==> src/hdl/nvm_seq_consts.svh <==
// register offsets, field positions, reset values and map limits
// assumes: included by bare name from design files of the sequencer
`ifndef NVM_SEQ_CONSTS_SVH
`define NVM_SEQ_CONSTS_SVH

// ------------------------------------------------------------
// register byte offsets
// ------------------------------------------------------------
`define OFS_CTRL        8'h00
`define OFS_KEY         8'h04
`define OFS_ADDR        8'h08
`define OFS_STAT        8'h0c
`define OFS_MASK        8'h10
`define OFS_WPROT       8'h14
`define OFS_MAP         8'h18

// ------------------------------------------------------------
// flash_control_reg fields
// ------------------------------------------------------------
`define CTRL_START      0
`define CTRL_PERMIT     1
`define CTRL_PURGE      2
`define CTRL_SPACE      3
`define CTRL_LATCH      4
`define CTRL_RST        5'h00

// ------------------------------------------------------------
// status and mask fields, write-protect and address reset values
// ------------------------------------------------------------
`define STAT_DONE       0
`define STAT_PROT       1
`define STAT_RST        2'h0
`define MASK_RST        2'h0
`define WPROT_RST       15'h0000
`define ADDR_RST        15'h0000

// ------------------------------------------------------------
// unlock keys
// ------------------------------------------------------------
`define KEY_FIRST       8'h55
`define KEY_SECOND      8'haa

// ------------------------------------------------------------
// address map limits
// ------------------------------------------------------------
`define PFM_TOP         15'h3fff
`define IND_LO          16'h8000
`define IND_HI          16'hbfff
`define UID_HI          15'h0003
`define REV_ADR         15'h0005
`define DEVID_ADR       15'h0006
`define CFG_LO          15'h0007
`define CFG_HI          15'h000b
`define INFO_LO         15'h0100
`define INFO_HI         15'h02ff
`define ROW_MASK        15'h7fe0

`endif

==> src/hdl/nvm_seq_pkg.sv <==
// types shared by the sequencer and its unlock tracker
// assumes: nothing beyond the constants header
package nvm_seq_pkg;

   typedef enum logic [1:0] {
      OP_ERASE = 2'h0,
      OP_LATCH = 2'h1,
      OP_WRITE = 2'h2
   } op_kind_t;

   typedef enum logic [1:0] {
      OPS_IDLE = 2'b01,
      OPS_RUN  = 2'b10
   } op_state_t;

   typedef enum logic [2:0] {
      UNL_IDLE = 3'b001,
      UNL_K1   = 3'b010,
      UNL_K2   = 3'b100
   } unlock_state_t;

endpackage : nvm_seq_pkg

==> src/hdl/nvm_key_if.sv <==
// carrier between the register front end and the unlock tracker
// assumes: one clock; wr_evt marks each completed register write
`timescale 1ns/10ps
`default_nettype none
interface nvm_key_if;
   logic       wr_evt;
   logic       key_hit;
   logic       ctrl_hit;
   logic [7:0] wbyte;
   logic       start_ok;

   modport seq  (output wr_evt, output key_hit, output ctrl_hit, output wbyte,
                 input start_ok);
   modport lock (input wr_evt, input key_hit, input ctrl_hit, input wbyte,
                 output start_ok);
endinterface : nvm_key_if
`default_nettype wire

==> src/hdl/nvm_unlock_tracker.sv <==
// unlock tracker: watches the stream of register writes for the key order
// assumes: every register write shows as one wr_evt cycle, in bus order
`timescale 1ns/10ps
`default_nettype none
`include "nvm_seq_consts.svh"
module nvm_unlock_tracker
   import nvm_seq_pkg::*;
(
   // clock and reset
   input  wire logic aclk,
   input  wire logic aresetn,
   // write stream
   nvm_key_if.lock   lk
);
   unlock_state_t st_r;
   unlock_state_t st_nxt;
   logic          ok_r;
   logic          ok_nxt;

   wire is_k1  = lk.key_hit && (lk.wbyte == `KEY_FIRST);
   wire is_k2  = lk.key_hit && (lk.wbyte == `KEY_SECOND);
   wire is_go  = lk.ctrl_hit && lk.wbyte[`CTRL_START];

   // any write off the exact order drops back; a fresh first key restarts
   always_comb
   begin
      st_nxt = st_r;
      ok_nxt = 1'b0;
      if (lk.wr_evt)
      begin
         unique case (st_r)
            UNL_IDLE: st_nxt = is_k1 ? UNL_K1 : UNL_IDLE;
            UNL_K1:   st_nxt = is_k2 ? UNL_K2 : (is_k1 ? UNL_K1 : UNL_IDLE);
            UNL_K2:
            begin
               ok_nxt = is_go;
               st_nxt = is_k1 ? UNL_K1 : UNL_IDLE;
            end
            default: st_nxt = UNL_IDLE;
         endcase
      end
   end

   always_ff @(posedge aclk)
   begin
      if (!aresetn)
      begin
         st_r <= UNL_IDLE;
         ok_r <= 1'b0;
      end
      else
      begin
         st_r <= st_nxt;
         ok_r <= ok_nxt;
      end
   end

   assign lk.start_ok = ok_r;
endmodule : nvm_unlock_tracker
`default_nettype wire

==> src/hdl/nvm_unlock_erase_sequencer.sv <==
// flash self-programming sequencer with AXI4-Lite register access
// assumes: flash array answers each op request with one done pulse
//
// Design decisions made here: the address map and the AXI4-Lite interface to the registers.
`timescale 1ns/10ps
`default_nettype none
`include "nvm_seq_consts.svh"
// Overview of operation
// - keys 55h then AAh, then start
// - erase, latch, write need completed unlock
// - key steps back to back, else fail
// - stall CPU until operation completes
// - next instruction runs without padding
// - whole-row erase only, no auto erase
// - space select picks flash or user ID
// - purge plus permit selects erase
// - protected row: clear start, skip erase
// - done flag set, interrupt if masked in
// - erase keeps latches and permit bit
// - space 0: flash rw, indirect read-only
// - space 1: user ID rw, device ID, info area read-only
// - broken unlock starts nothing
module nvm_unlock_erase_sequencer
   import nvm_seq_pkg::*;
(
   // clock and reset
   input  wire logic        aclk,
   input  wire logic        aresetn,
   // axi4-lite write address and data
   input  wire logic [7:0]  s_axi_awaddr,
   input  wire logic        s_axi_awvalid,
   output logic             s_axi_awready,
   input  wire logic [31:0] s_axi_wdata,
   input  wire logic [3:0]  s_axi_wstrb,
   input  wire logic        s_axi_wvalid,
   output logic             s_axi_wready,
   // axi4-lite write response
   output logic [1:0]       s_axi_bresp,
   output logic             s_axi_bvalid,
   input  wire logic        s_axi_bready,
   // axi4-lite read
   input  wire logic [7:0]  s_axi_araddr,
   input  wire logic        s_axi_arvalid,
   output logic             s_axi_arready,
   output logic [31:0]      s_axi_rdata,
   output logic [1:0]       s_axi_rresp,
   output logic             s_axi_rvalid,
   input  wire logic        s_axi_rready,
   // flash array side
   output logic             flash_op_req,
   output logic [1:0]       flash_op_kind,
   output logic             flash_op_space,
   output logic [14:0]      flash_op_addr,
   input  wire logic        flash_op_done,
   // core side
   output logic             cpu_stall,
   output logic             irq
);
   // ------------------------------------------------------------
   // address map decode
   // ------------------------------------------------------------
   function automatic logic map_ok(input logic sp, input logic [14:0] a, input logic wr);
      logic rw;
      logic ro;
      rw = sp ? (a <= `UID_HI || (a >= `CFG_LO && a <= `CFG_HI)) : (a <= `PFM_TOP);
      ro = sp && (a == `REV_ADR || a == `DEVID_ADR || (a >= `INFO_LO && a <= `INFO_HI));
      return rw || (ro && !wr);
   endfunction : map_ok

   // ------------------------------------------------------------
   // registers
   // ------------------------------------------------------------
   logic [4:0]  ctrl_r;
   logic [14:0] addr_r;
   logic [1:0]  stat_r;
   logic [1:0]  stat_nxt;
   logic [1:0]  mask_r;
   logic [14:0] wprot_r;
   op_state_t   st_r;

   logic        aw_hold_r;
   logic        w_hold_r;
   logic [7:0]  aw_addr_r;
   logic [31:0] w_data_r;
   logic [3:0]  w_strb_r;

   nvm_key_if   lk ();

   // ------------------------------------------------------------
   // write channel
   // ------------------------------------------------------------
   wire aw_take   = s_axi_awvalid && s_axi_awready;
   wire w_take    = s_axi_wvalid && s_axi_wready;
   wire do_write  = aw_hold_r && w_hold_r && !s_axi_bvalid;
   wire lane0     = w_strb_r[0];
   wire wr_ctrl   = do_write && aw_addr_r == `OFS_CTRL && lane0;
   wire wr_key    = do_write && aw_addr_r == `OFS_KEY && lane0;
   wire wr_addr   = do_write && aw_addr_r == `OFS_ADDR;
   wire wr_mask   = do_write && aw_addr_r == `OFS_MASK && lane0;
   wire wr_wprot  = do_write && aw_addr_r == `OFS_WPROT;
   wire wr_known  = aw_addr_r == `OFS_CTRL || aw_addr_r == `OFS_KEY ||
                    aw_addr_r == `OFS_ADDR || aw_addr_r == `OFS_MASK ||
                    aw_addr_r == `OFS_WPROT || aw_addr_r == `OFS_STAT ||
                    aw_addr_r == `OFS_MAP;
   wire aw_hold_nxt = (aw_hold_r || aw_take) && !do_write;
   wire w_hold_nxt  = (w_hold_r || w_take) && !do_write;
   wire bvalid_nxt  = do_write || (s_axi_bvalid && !s_axi_bready);

   // every register write is fed to the tracker so a stray one breaks the order
   assign lk.wr_evt   = do_write;
   assign lk.key_hit  = wr_key;
   assign lk.ctrl_hit = wr_ctrl;
   assign lk.wbyte    = w_data_r[7:0];

   nvm_unlock_tracker u_lock (
      .aclk    (aclk),
      .aresetn (aresetn),
      .lk      (lk.lock)
   );

   always_ff @(posedge aclk)
   begin
      if (!aresetn)
      begin
         aw_hold_r     <= 1'b0;
         w_hold_r      <= 1'b0;
         aw_addr_r     <= 8'h00;
         w_data_r      <= 32'h0000_0000;
         w_strb_r      <= 4'h0;
         s_axi_awready <= 1'b0;
         s_axi_wready  <= 1'b0;
         s_axi_bvalid  <= 1'b0;
         s_axi_bresp   <= 2'h0;
      end
      else
      begin
         aw_hold_r     <= aw_hold_nxt;
         w_hold_r      <= w_hold_nxt;
         s_axi_awready <= !aw_hold_nxt;
         s_axi_wready  <= !w_hold_nxt;
         s_axi_bvalid  <= bvalid_nxt;
         if (aw_take)
            aw_addr_r <= s_axi_awaddr;
         if (w_take)
         begin
            w_data_r <= s_axi_wdata;
            w_strb_r <= s_axi_wstrb;
         end
         if (do_write)
            s_axi_bresp <= wr_known ? 2'h0 : 2'h2;
      end
   end

   // ------------------------------------------------------------
   // read channel
   // ------------------------------------------------------------
   wire        ar_take  = s_axi_arvalid && s_axi_arready;
   wire        rd_stat  = ar_take && s_axi_araddr == `OFS_STAT;
   wire        sp       = ctrl_r[`CTRL_SPACE];
   // the indirect view of a flash word sits at 8000h plus its address and is read-only
   wire        ind_ok   = !sp && {1'b1, addr_r} >= `IND_LO && {1'b1, addr_r} <= `IND_HI;
   wire [31:0] map_word = {29'h0, ind_ok, map_ok(sp, addr_r, 1'b1),
                           map_ok(sp, addr_r, 1'b0)};
   logic [31:0] rd_mux;
   logic        rd_known;

   always_comb
   begin
      rd_known = 1'b1;
      unique case (s_axi_araddr)
         `OFS_CTRL:  rd_mux = {27'h0, ctrl_r};
         `OFS_KEY:   rd_mux = 32'h0000_0000;
         `OFS_ADDR:  rd_mux = {17'h0, addr_r};
         `OFS_STAT:  rd_mux = {30'h0, stat_r};
         `OFS_MASK:  rd_mux = {30'h0, mask_r};
         `OFS_WPROT: rd_mux = {17'h0, wprot_r};
         `OFS_MAP:   rd_mux = map_word;
         default:
         begin
            rd_mux   = 32'h0000_0000;
            rd_known = 1'b0;
         end
      endcase
   end

   wire rvalid_nxt = ar_take || (s_axi_rvalid && !s_axi_rready);

   always_ff @(posedge aclk)
   begin
      if (!aresetn)
      begin
         s_axi_arready <= 1'b0;
         s_axi_rvalid  <= 1'b0;
         s_axi_rdata   <= 32'h0000_0000;
         s_axi_rresp   <= 2'h0;
      end
      else
      begin
         s_axi_arready <= !rvalid_nxt;
         s_axi_rvalid  <= rvalid_nxt;
         if (ar_take)
         begin
            s_axi_rdata <= rd_mux;
            s_axi_rresp <= rd_known ? 2'h0 : 2'h2;
         end
      end
   end

   // ------------------------------------------------------------
   // operation control
   // ------------------------------------------------------------
   wire purge     = ctrl_r[`CTRL_PURGE];
   wire permit    = ctrl_r[`CTRL_PERMIT];
   wire row_prot  = !sp && addr_r < wprot_r;
   wire go        = lk.start_ok && st_r == OPS_IDLE && permit;
   wire target_ok = map_ok(sp, addr_r, 1'b1);
   wire refuse    = go && (row_prot || !target_ok);
   wire launch    = go && !refuse;
   wire finish    = st_r == OPS_RUN && flash_op_done;
   wire [1:0] kind_nxt = purge ? OP_ERASE :
                         (ctrl_r[`CTRL_LATCH] ? OP_LATCH : OP_WRITE);

   // a set in the same cycle as the read that clears wins
   assign stat_nxt = (stat_r & ~{2{rd_stat}}) |
                     {refuse, finish};

   always_ff @(posedge aclk)
   begin
      if (!aresetn)
      begin
         ctrl_r         <= `CTRL_RST;
         addr_r         <= `ADDR_RST;
         stat_r         <= `STAT_RST;
         mask_r         <= `MASK_RST;
         wprot_r        <= `WPROT_RST;
         st_r           <= OPS_IDLE;
         flash_op_req   <= 1'b0;
         flash_op_kind  <= 2'h0;
         flash_op_space <= 1'b0;
         flash_op_addr  <= 15'h0000;
         cpu_stall      <= 1'b0;
         irq            <= 1'b0;
      end
      else
      begin
         // software cannot set the start bit directly, only the unlock path can
         if (wr_ctrl)
            ctrl_r[4:1] <= w_data_r[4:1];
         if (wr_addr && st_r == OPS_IDLE)
            addr_r <= w_data_r[14:0];
         if (wr_mask)
            mask_r <= w_data_r[1:0];
         if (wr_wprot)
            wprot_r <= w_data_r[14:0];
         stat_r       <= stat_nxt;
         irq          <= |(stat_nxt & mask_r);
         flash_op_req <= launch;
         if (launch)
         begin
            ctrl_r[`CTRL_START] <= 1'b1;
            st_r                <= OPS_RUN;
            cpu_stall           <= 1'b1;
            flash_op_kind       <= kind_nxt;
            flash_op_space      <= sp;
            // erase goes to the row base so the array never sees a partial row
            flash_op_addr       <= purge ? (addr_r & `ROW_MASK) : addr_r;
         end
         if (refuse)
            ctrl_r[`CTRL_START] <= 1'b0;
         if (finish)
         begin
            ctrl_r[`CTRL_START] <= 1'b0;
            st_r                <= OPS_IDLE;
            // stall drops with completion; the core resumes on the next fetch
            cpu_stall           <= 1'b0;
         end
      end
   end
endmodule : nvm_unlock_erase_sequencer
`default_nettype wire

==> config.mk <==
export PLATFORM = sky130hd
export DESIGN_NAME = nvm_unlock_erase_sequencer
export DESIGN_NICKNAME = d
export VERILOG_FILES = /design/src/hdl/nvm_seq_pkg.sv /design/src/hdl/nvm_key_if.sv /design/src/hdl/nvm_unlock_tracker.sv /design/src/hdl/nvm_unlock_erase_sequencer.sv
export VERILOG_INCLUDE_DIRS = /design/src /design/src/hdl
export SDC_FILE = /design/constraint.sdc
export NUM_CORES = 1
export LEC_CHECK = 0
export BUFFER_PORTS_ARGS = -buffer_cell sky130_fd_sc_hd__buf_2
export CORE_MARGIN = 2
export CORE_UTILIZATION = 58
export DETAILED_ROUTE_END_ITERATION = 8
export PLACE_DENSITY = 0.95
export SYNTH_ARGS = -nofsm -noshare
export SYNTH_HDL_FRONTEND = slang
export SYNTH_SLANG_ARGS = --single-unit
==> constraint.sdc <==
create_clock -name aclk -period 3.3 [get_ports aclk]
set_input_delay 0.165 -clock aclk [delete_from_list [all_inputs] [get_ports aclk]]
set_output_delay 0.165 -clock aclk [all_outputs]
set_load 0.05 [all_outputs]
==> impl_metrics.tcl, run 1 <==
set metrics [dict create \
    die_w_microns 100 \
    synth_edf_count 0 \
    min_to "aw_addr_r[4]" \
    cts_root_buffer "clkbuf_8" \
    port_buffers 82 \
    max_slew_margin 0.508 \
    cp_top_family "simple AND/OR/NAND/NOR gates" \
    cp_max_fo 15 \
    cts_sinks 113 \
    dpl.hpwl_mm 8.62 \
    hold_violations 0 \
    tightestPinTransition_ns 0.736 \
    place.gp.congestion 0.931 \
    cp_cell_sequence "or4_1 -> or3_1 -> nor2_4 -> nand4b_2 -> mux2i_1 -> nor2b_1" \
    drc 0 \
    grt_pass1_wl_mm 21.5 \
    drtAntennaViolNets 0 \
    grt_pass1_vias 4551 \
    clk_path_buf_depth 2 \
    r2r_start "aw_addr_r[7]" \
    period_share 0.834 \
    nets 783 \
    critPathSlowestCell "nand4b_2" \
    antenna_found_initial 0 \
    fp-row-count 35 \
    slowest_delay_ns 0.61 \
    critical_path_arrival_ns 3.16 \
    grt_overflow 0 \
    postSynth.topFlopCell "dfxtp_1" \
    outcome "finished clean" \
    routed_via_density 5.64 \
    max_cap_violations 0 \
    powerDensity_mw_per_mm2 529 \
    fin_ws_ns 0.547 \
    finalSetupViolations 0 \
    cp-start-kind "register" \
    clk_pin_slew_ns 0.06 \
    holdPathStages 3 \
    n_antenna_cell 0 \
    startpoint "aw_addr_r[7]" \
    rsz0062_at_grt "false" \
    worstHoldPathType "in2reg" \
    skew_ns 0.0107 \
    drt-initial-drc-count 299 \
    crit_type "reg2reg" \
    grt_usage 0.273 \
    fin_setup_tns_ns 0 \
    cp.required_ns 3.71 \
    worst-r2r-setup-slack_ns 0.55 \
    die_area_sq_mm 0.0100 \
    htreeDepth 4 \
    async_flop_share 0 \
    initial_core_util 0.587 \
    final_common_cell "dfxtp_1" \
    endpoint_kind "register" \
    synth.distinct_cells 57 \
    reg2reg_depth 6 \
    drv_slew 0 \
    wl_per_cell_microns 15.7 \
    grt_max_degree 51 \
    clock_latency_ns 0.53 \
    boundaryPins 122 \
    avgSynthCellArea_sq_um 8.89 \
    dp_slack_ns 0.657 \
    fill_cells 627 \
    tritoncts "built" \
    cts_setup_buffers 0 \
    core_region_area_sq_mm 0.00911 \
    timing.fmax_mhz 363 \
    ir_drop_v 0.000314 \
    power.static_leakage_uw 0.00265 \
    drive_above_1_share 0.183 \
    fin_util 0.732 \
    yosys_warnings 0 \
    synth_seq_area_share 0.423 \
    numCtsBuffers 17 \
    routed_wirelength_mm 13.1 \
    first_pass_iters 5 \
    syn_area_sq_mm 0.00535 \
    die_y_microns 100 \
    vias 4699 \
    finalCriticalPeriod_ns 2.75 \
    cp_num_buf_inv 0 \
    syn_inst 602 \
    hp-start "s_axi_awvalid" \
    final_cell_mix "dfxtp_1, nand2_1, buf_2" \
    rr_endpoint "addr_r[8]" \
    ys_ff_latch 113 \
    syn_to_final_growth_pct 24.6 \
]
[report_power, final]
group / switching (uW) / internal [uW]
registers: 26.1 / 1390
logic: 144 / 80.0
clock network: 649 / 1240
total: 819 / 2710
[worst reg2reg max path: cells and delay by family, from the launching register on]
kind,cells,cell delay [ns]
flops,1,0.31
simple gates,5,1.90
mux,1,0.43
[logic make-up (layout without fill, tap and decap cells)]
kind of cell / after synthesis / count (layout) / synth area share
compound gates: 105 / 105 / 0.136
flops: 113 / 113 / 0.423
xor+xnor: 2 / 2 / 0.00327
mux: 50 / 50 / 0.0935
buf+inv: 66 / 168 / 0.0636
other cells: 1 / 19 / 0.000701
fa+ha+maj: 14 / 14 / 0.0327
simple gates: 251 / 251 / 0.247
[worst max path at each step]
| stage | endpoint | slack (ns) | cells past startpoint |
|---|---|---|---|
| 6_report | addr_r[8] | 0.55 | 6 |
| 5_1_grt | addr_r[8] | 0.42 | 6 |
| 4_1_cts | addr_r[8] | 0.56 | 6 |
| 3_5_place_dp | addr_r[9] | 0.66 | 6 |
| 3_3_place_gp | flash_op_addr[12] | 0.77 | 6 |
| 2_1_floorplan | addr_r[0] | 1.01 | 7 |
[cell usage after synthesis, drive strengths merged (15+ instances only)]
library cell	instances	area, sq um
a21oi	15	75.1
a21boi	32	240
clkbuf	27	101
buf	22	175
o21ai	19	95.1
a22oi	15	113
mux2i	50	500
dfxtp	113	2260
inv	17	63.8
nand2	109	417
nor2	17	78.8
nor2b	38	238
nand3	21	105
[sequential cells by signal, summed over array words and instances, names as in the netlist, 2 cells and up]
name	count
addr_r	15
aw_addr_r	8
ctrl_r	5
flash_op_addr	15
flash_op_kind	2
mask_r	2
s_axi_rdata	15
stat_r	2
u_lock.st_r	3
w_data_r	15
wprot_r	15
[layer usage]
metal | up-vias | GRT usage | routed length [microns]
met5 | - | 0 | 0
met4 | 0 | 0.111 | 313
met3 | 32 | 0.0766 | 956
met2 | 226 | 0.452 | 6350
met1 | 2172 | 0.338 | 5470
li1 | 2269 | - | -
[final cells by class]
class                      instances  area [sq um]  share of cell area
multi-input combinational        441          2820               0.422
sequential                       113          2260               0.339
timing repair buffer             119           771               0.116
clock buffer                      18           428              0.0642
clock inverter                    14           189              0.0283
tap                              111           139              0.0208
inverter                          17          63.8             0.00957
[per-stage QoR]
| stage | instances | hold slack, ns | total power (uW) | cell area (sq um) |
|---|---|---|---|---|
| floorplan | 620 | 0.310 | 1600 | 5420 |
| global placement | 768 | 0.413 | 1630 | 5720 |
| detailed placement | 768 | 0.423 | 1630 | 5720 |
| CTS | 833 | 0.00124 | 3540 | 6670 |
| global route | 833 | 0.0555 | 3630 | 6670 |
| finish | 833 | 0.0212 | 3530 | 6670 |
[what timing repair did]
item                      CTS  global route
gates resized for setup     0             0
hold endpoints to repair   28             0
hold buffers               33             0
(Power assumes the default switching activity.)
==> inputs of run 2 (changes only) <==
--- a/config.mk
+++ b/config.mk
@@ -6,11 +6,12 @@
 export SDC_FILE = /design/constraint.sdc
 export NUM_CORES = 1
 export LEC_CHECK = 0
+export ABC_AREA = 1
 export BUFFER_PORTS_ARGS = -buffer_cell sky130_fd_sc_hd__buf_2
 export CORE_MARGIN = 2
-export CORE_UTILIZATION = 58
+export CORE_UTILIZATION = 49
 export DETAILED_ROUTE_END_ITERATION = 8
-export PLACE_DENSITY = 0.95
+export PLACE_DENSITY = 0.88
 export SYNTH_ARGS = -nofsm -noshare
 export SYNTH_HDL_FRONTEND = slang
 export SYNTH_SLANG_ARGS = --single-unit
==> constraint.sdc (replaced) <==
create_clock -name aclk -period 2.2 [get_ports aclk]
set_input_delay 0.11 -clock aclk [delete_from_list [all_inputs] [get_ports aclk]]
set_output_delay 0.11 -clock aclk [all_outputs]
set_load 0.05 [all_outputs]
==> impl_metrics.tcl, run 2 <==
set metrics [dict create \
    timing.fmax_mhz 495 \
    numCtsBuffers 17 \
    fp-row-count 37 \
    cp_max_fo 19 \
    postSynth.topFlopCell "dfxtp_1" \
    dpl.hpwl_mm 8.25 \
    powerDensity_mw_per_mm2 768 \
    avgSynthCellArea_sq_um 7.55 \
    synth_top_cells_by_area "dfxtp_1, nand2_1, a211oi_2, nor2_1, inv_1" \
    comb_power_share 0.081 \
    hp-start "s_axi_arvalid" \
    crit_type "reg2reg" \
    clock_latency_ns 0.51 \
    yosys.area_share.simple 0.217 \
    syn_inst 693 \
    drtAntennaViolNets 0 \
    dpl.cell_count 898 \
    power.static_leakage_uw 0.00294 \
    n_antenna_cell 0 \
    htreeDepth 4 \
    final_cell_mix "nand2_1, dfxtp_1, nor2_1" \
    initial_core_util 0.507 \
    ir_drop_v 0.000473 \
    grt_overflow 0 \
    grt_max_degree 35 \
    synth.distinct_cells 39 \
    clk_path_buf_depth 2 \
    nets 883 \
    seqPwrFrac 0.419 \
    synth_top_area_share 0.432 \
    syn_area_sq_mm 0.00523 \
    startpoint "wprot_r[2]" \
    syn_to_final_growth_pct 25.8 \
    place.gp.congestion 0.878 \
    synth_compound_area_frac 0.197 \
    clk_pin_slew_ns 0.06 \
    synth-adder-area-share 0.0335 \
    skew_ns 0.00985 \
    worstHoldPathType "in2reg" \
    cts_root_buffer "clkbuf_8" \
    drv_slew 0 \
    synth_edf_count 0 \
    antenna_found_initial 0 \
    final_common_cell "nand2_1" \
    finalSetupViolations 0 \
    die_y_microns 107 \
    die_w_microns 107 \
    drc 0 \
    max_slew_margin 0.434 \
    async_flop_share 0 \
    cp-start-kind "register" \
    rsz0062_at_grt "false" \
    grt_pass1_wl_mm 20.2 \
    core_region_area_sq_mm 0.0103 \
    tightestPinTransition_ns 0.847 \
    port_buffers 82 \
    muxShareOfSynthArea 0 \
    ys_ff_latch 113 \
    synth_top_family_by_area "simple AND/OR/NAND/NOR gates" \
    regArea_sq_mm 0.00226 \
    total_power_uw 5050 \
    max_cap_violations 0 \
    p_sw_uw 1250 \
    yosys_warnings 0 \
    fin_setup_tns_ns 0 \
    critical_path_arrival_ns 2.43 \
    vias 4777 \
    yosysTopAreaCell "dfxtp_1" \
    outcome "finished clean" \
    clkPwrFrac 0.500 \
    tritoncts "built" \
    r2r_start "wprot_r[2]" \
    endpoint_kind "register" \
    wl_per_cell_microns 12.9 \
    fill_cells 844 \
    die_area_sq_mm 0.0115 \
    finalCriticalPeriod_ns 2.02 \
    p_sw_frac 0.247 \
    cp.required_ns 2.60 \
    routed_wirelength_mm 12.3 \
    routed_via_density 4.99 \
    hold_violations 0 \
    synth_seq_area_share 0.432 \
    period_share 0.919 \
    synthXorXnorAreaFrac 0 \
    fin_util 0.637 \
    instances_no_fill 958 \
    boundaryPins 122 \
    p_int_uw 3810 \
    grt_usage 0.220 \
    first_pass_iters 4 \
    yosysMostFrequentCell "nand2_1" \
    drt-initial-drc-count 285 \
    grt_pass1_vias 4348 \
    synth_common_cells "nand2_1, dfxtp_1, nor2_1" \
    cts_sinks 113 \
    drive_above_1_share 0.201 \
    multiInputGateArea_sq_mm 0.00244 \
]
-- run 2: cell count changes after synthesis, sizes merged, moves of 30 or more --
cell	before	now
a211oi	2	32
a21boi	32	0
a21oi	15	53
inv	17	89
mux2i	50	0
nor2	17	99
nor2b	38	0
o21ai	19	56
-- run 2: worst max-delay path, cell delays in order (launching register included) --
cell and delay, ns:
dfxtp_1 0.33, inv_1 0.07, ha_1 0.30, a21oi_1 0.20, nand2_1 0.08, nand2_1 0.06
nand2_1 0.04, nand2_1 0.05, nand3_1 0.17, nand3_4 0.22, buf_6 0.20, nand2_1 0.08
nand2_1 0.06, nor2_1 0.04
-- run 2: path summary, 6_finish.rpt --
check,slack [ns],end,cells after the start
min reg2reg,0.45,flash_op_addr[14],2
max reg2reg,0.18,flash_op_addr[5],13
max,0.18,flash_op_addr[5],13
min,0.01,s_axi_rdata[0],4
-- run 2: routing by layer --
| metal | share of wire | vias up | global-route usage |
|---|---|---|---|
| met3 | 0.054 | 15 | 0.0430 |
| met4 | 0.011 | 0 | 0.0835 |
| met1 | 0.48 | 2164 | 0.298 |
| met5 | 0 | - | 0 |
| met2 | 0.46 | 138 | 0.347 |
| li1 | - | 2460 | - |
-- run 2: per-stage QoR --
step                hold slack, ns  worst slack, ns  instance area (sq um)
finish                      0.0127            0.178                   6580
global route                0.0466           0.0122                   6580
CTS                        0.00148            0.138                   6570
detailed placement           0.365            0.165                   5740
global placement             0.360            0.218                   5740
floorplan                    0.273            0.535                   5300
-- run 2: cell families after synthesis --
group | after synthesis
AO/OA/AOI/OAI | 153
adder cells (fa/ha/maj) | 14
buffers and inverters | 138
flip-flops | 113
other | 1
AND/OR/NAND/NOR | 274
-- run 2: area by class of cell --
type                            count  share of cell area
Multi-Input combinational cell    460               0.371
Sequential cell                   113               0.344
Timing Repair Buffer              125               0.125
Clock buffer                       20              0.0647
Inverter                           92              0.0525
Tap cell                          136              0.0259
Clock inverter                     12              0.0179
-- run 2: repair_timing --
item,CTS,global route
resized for setup,0,2
buffers inserted,0,0
hold buffers,28,0
hold endpoints to repair,34,0
setup endpoints to repair,0,9
-- run 2: power groups by stage --
stage	clock network, uW	registers (uW)	logic, uW
2_1_floorplan	0	2190	266
3_3_place_gp	0	2160	360
3_5_place_dp	0	2160	365
4_1_cts	2540	2120	405
5_1_grt	2630	2120	449
6_report	2530	2120	409
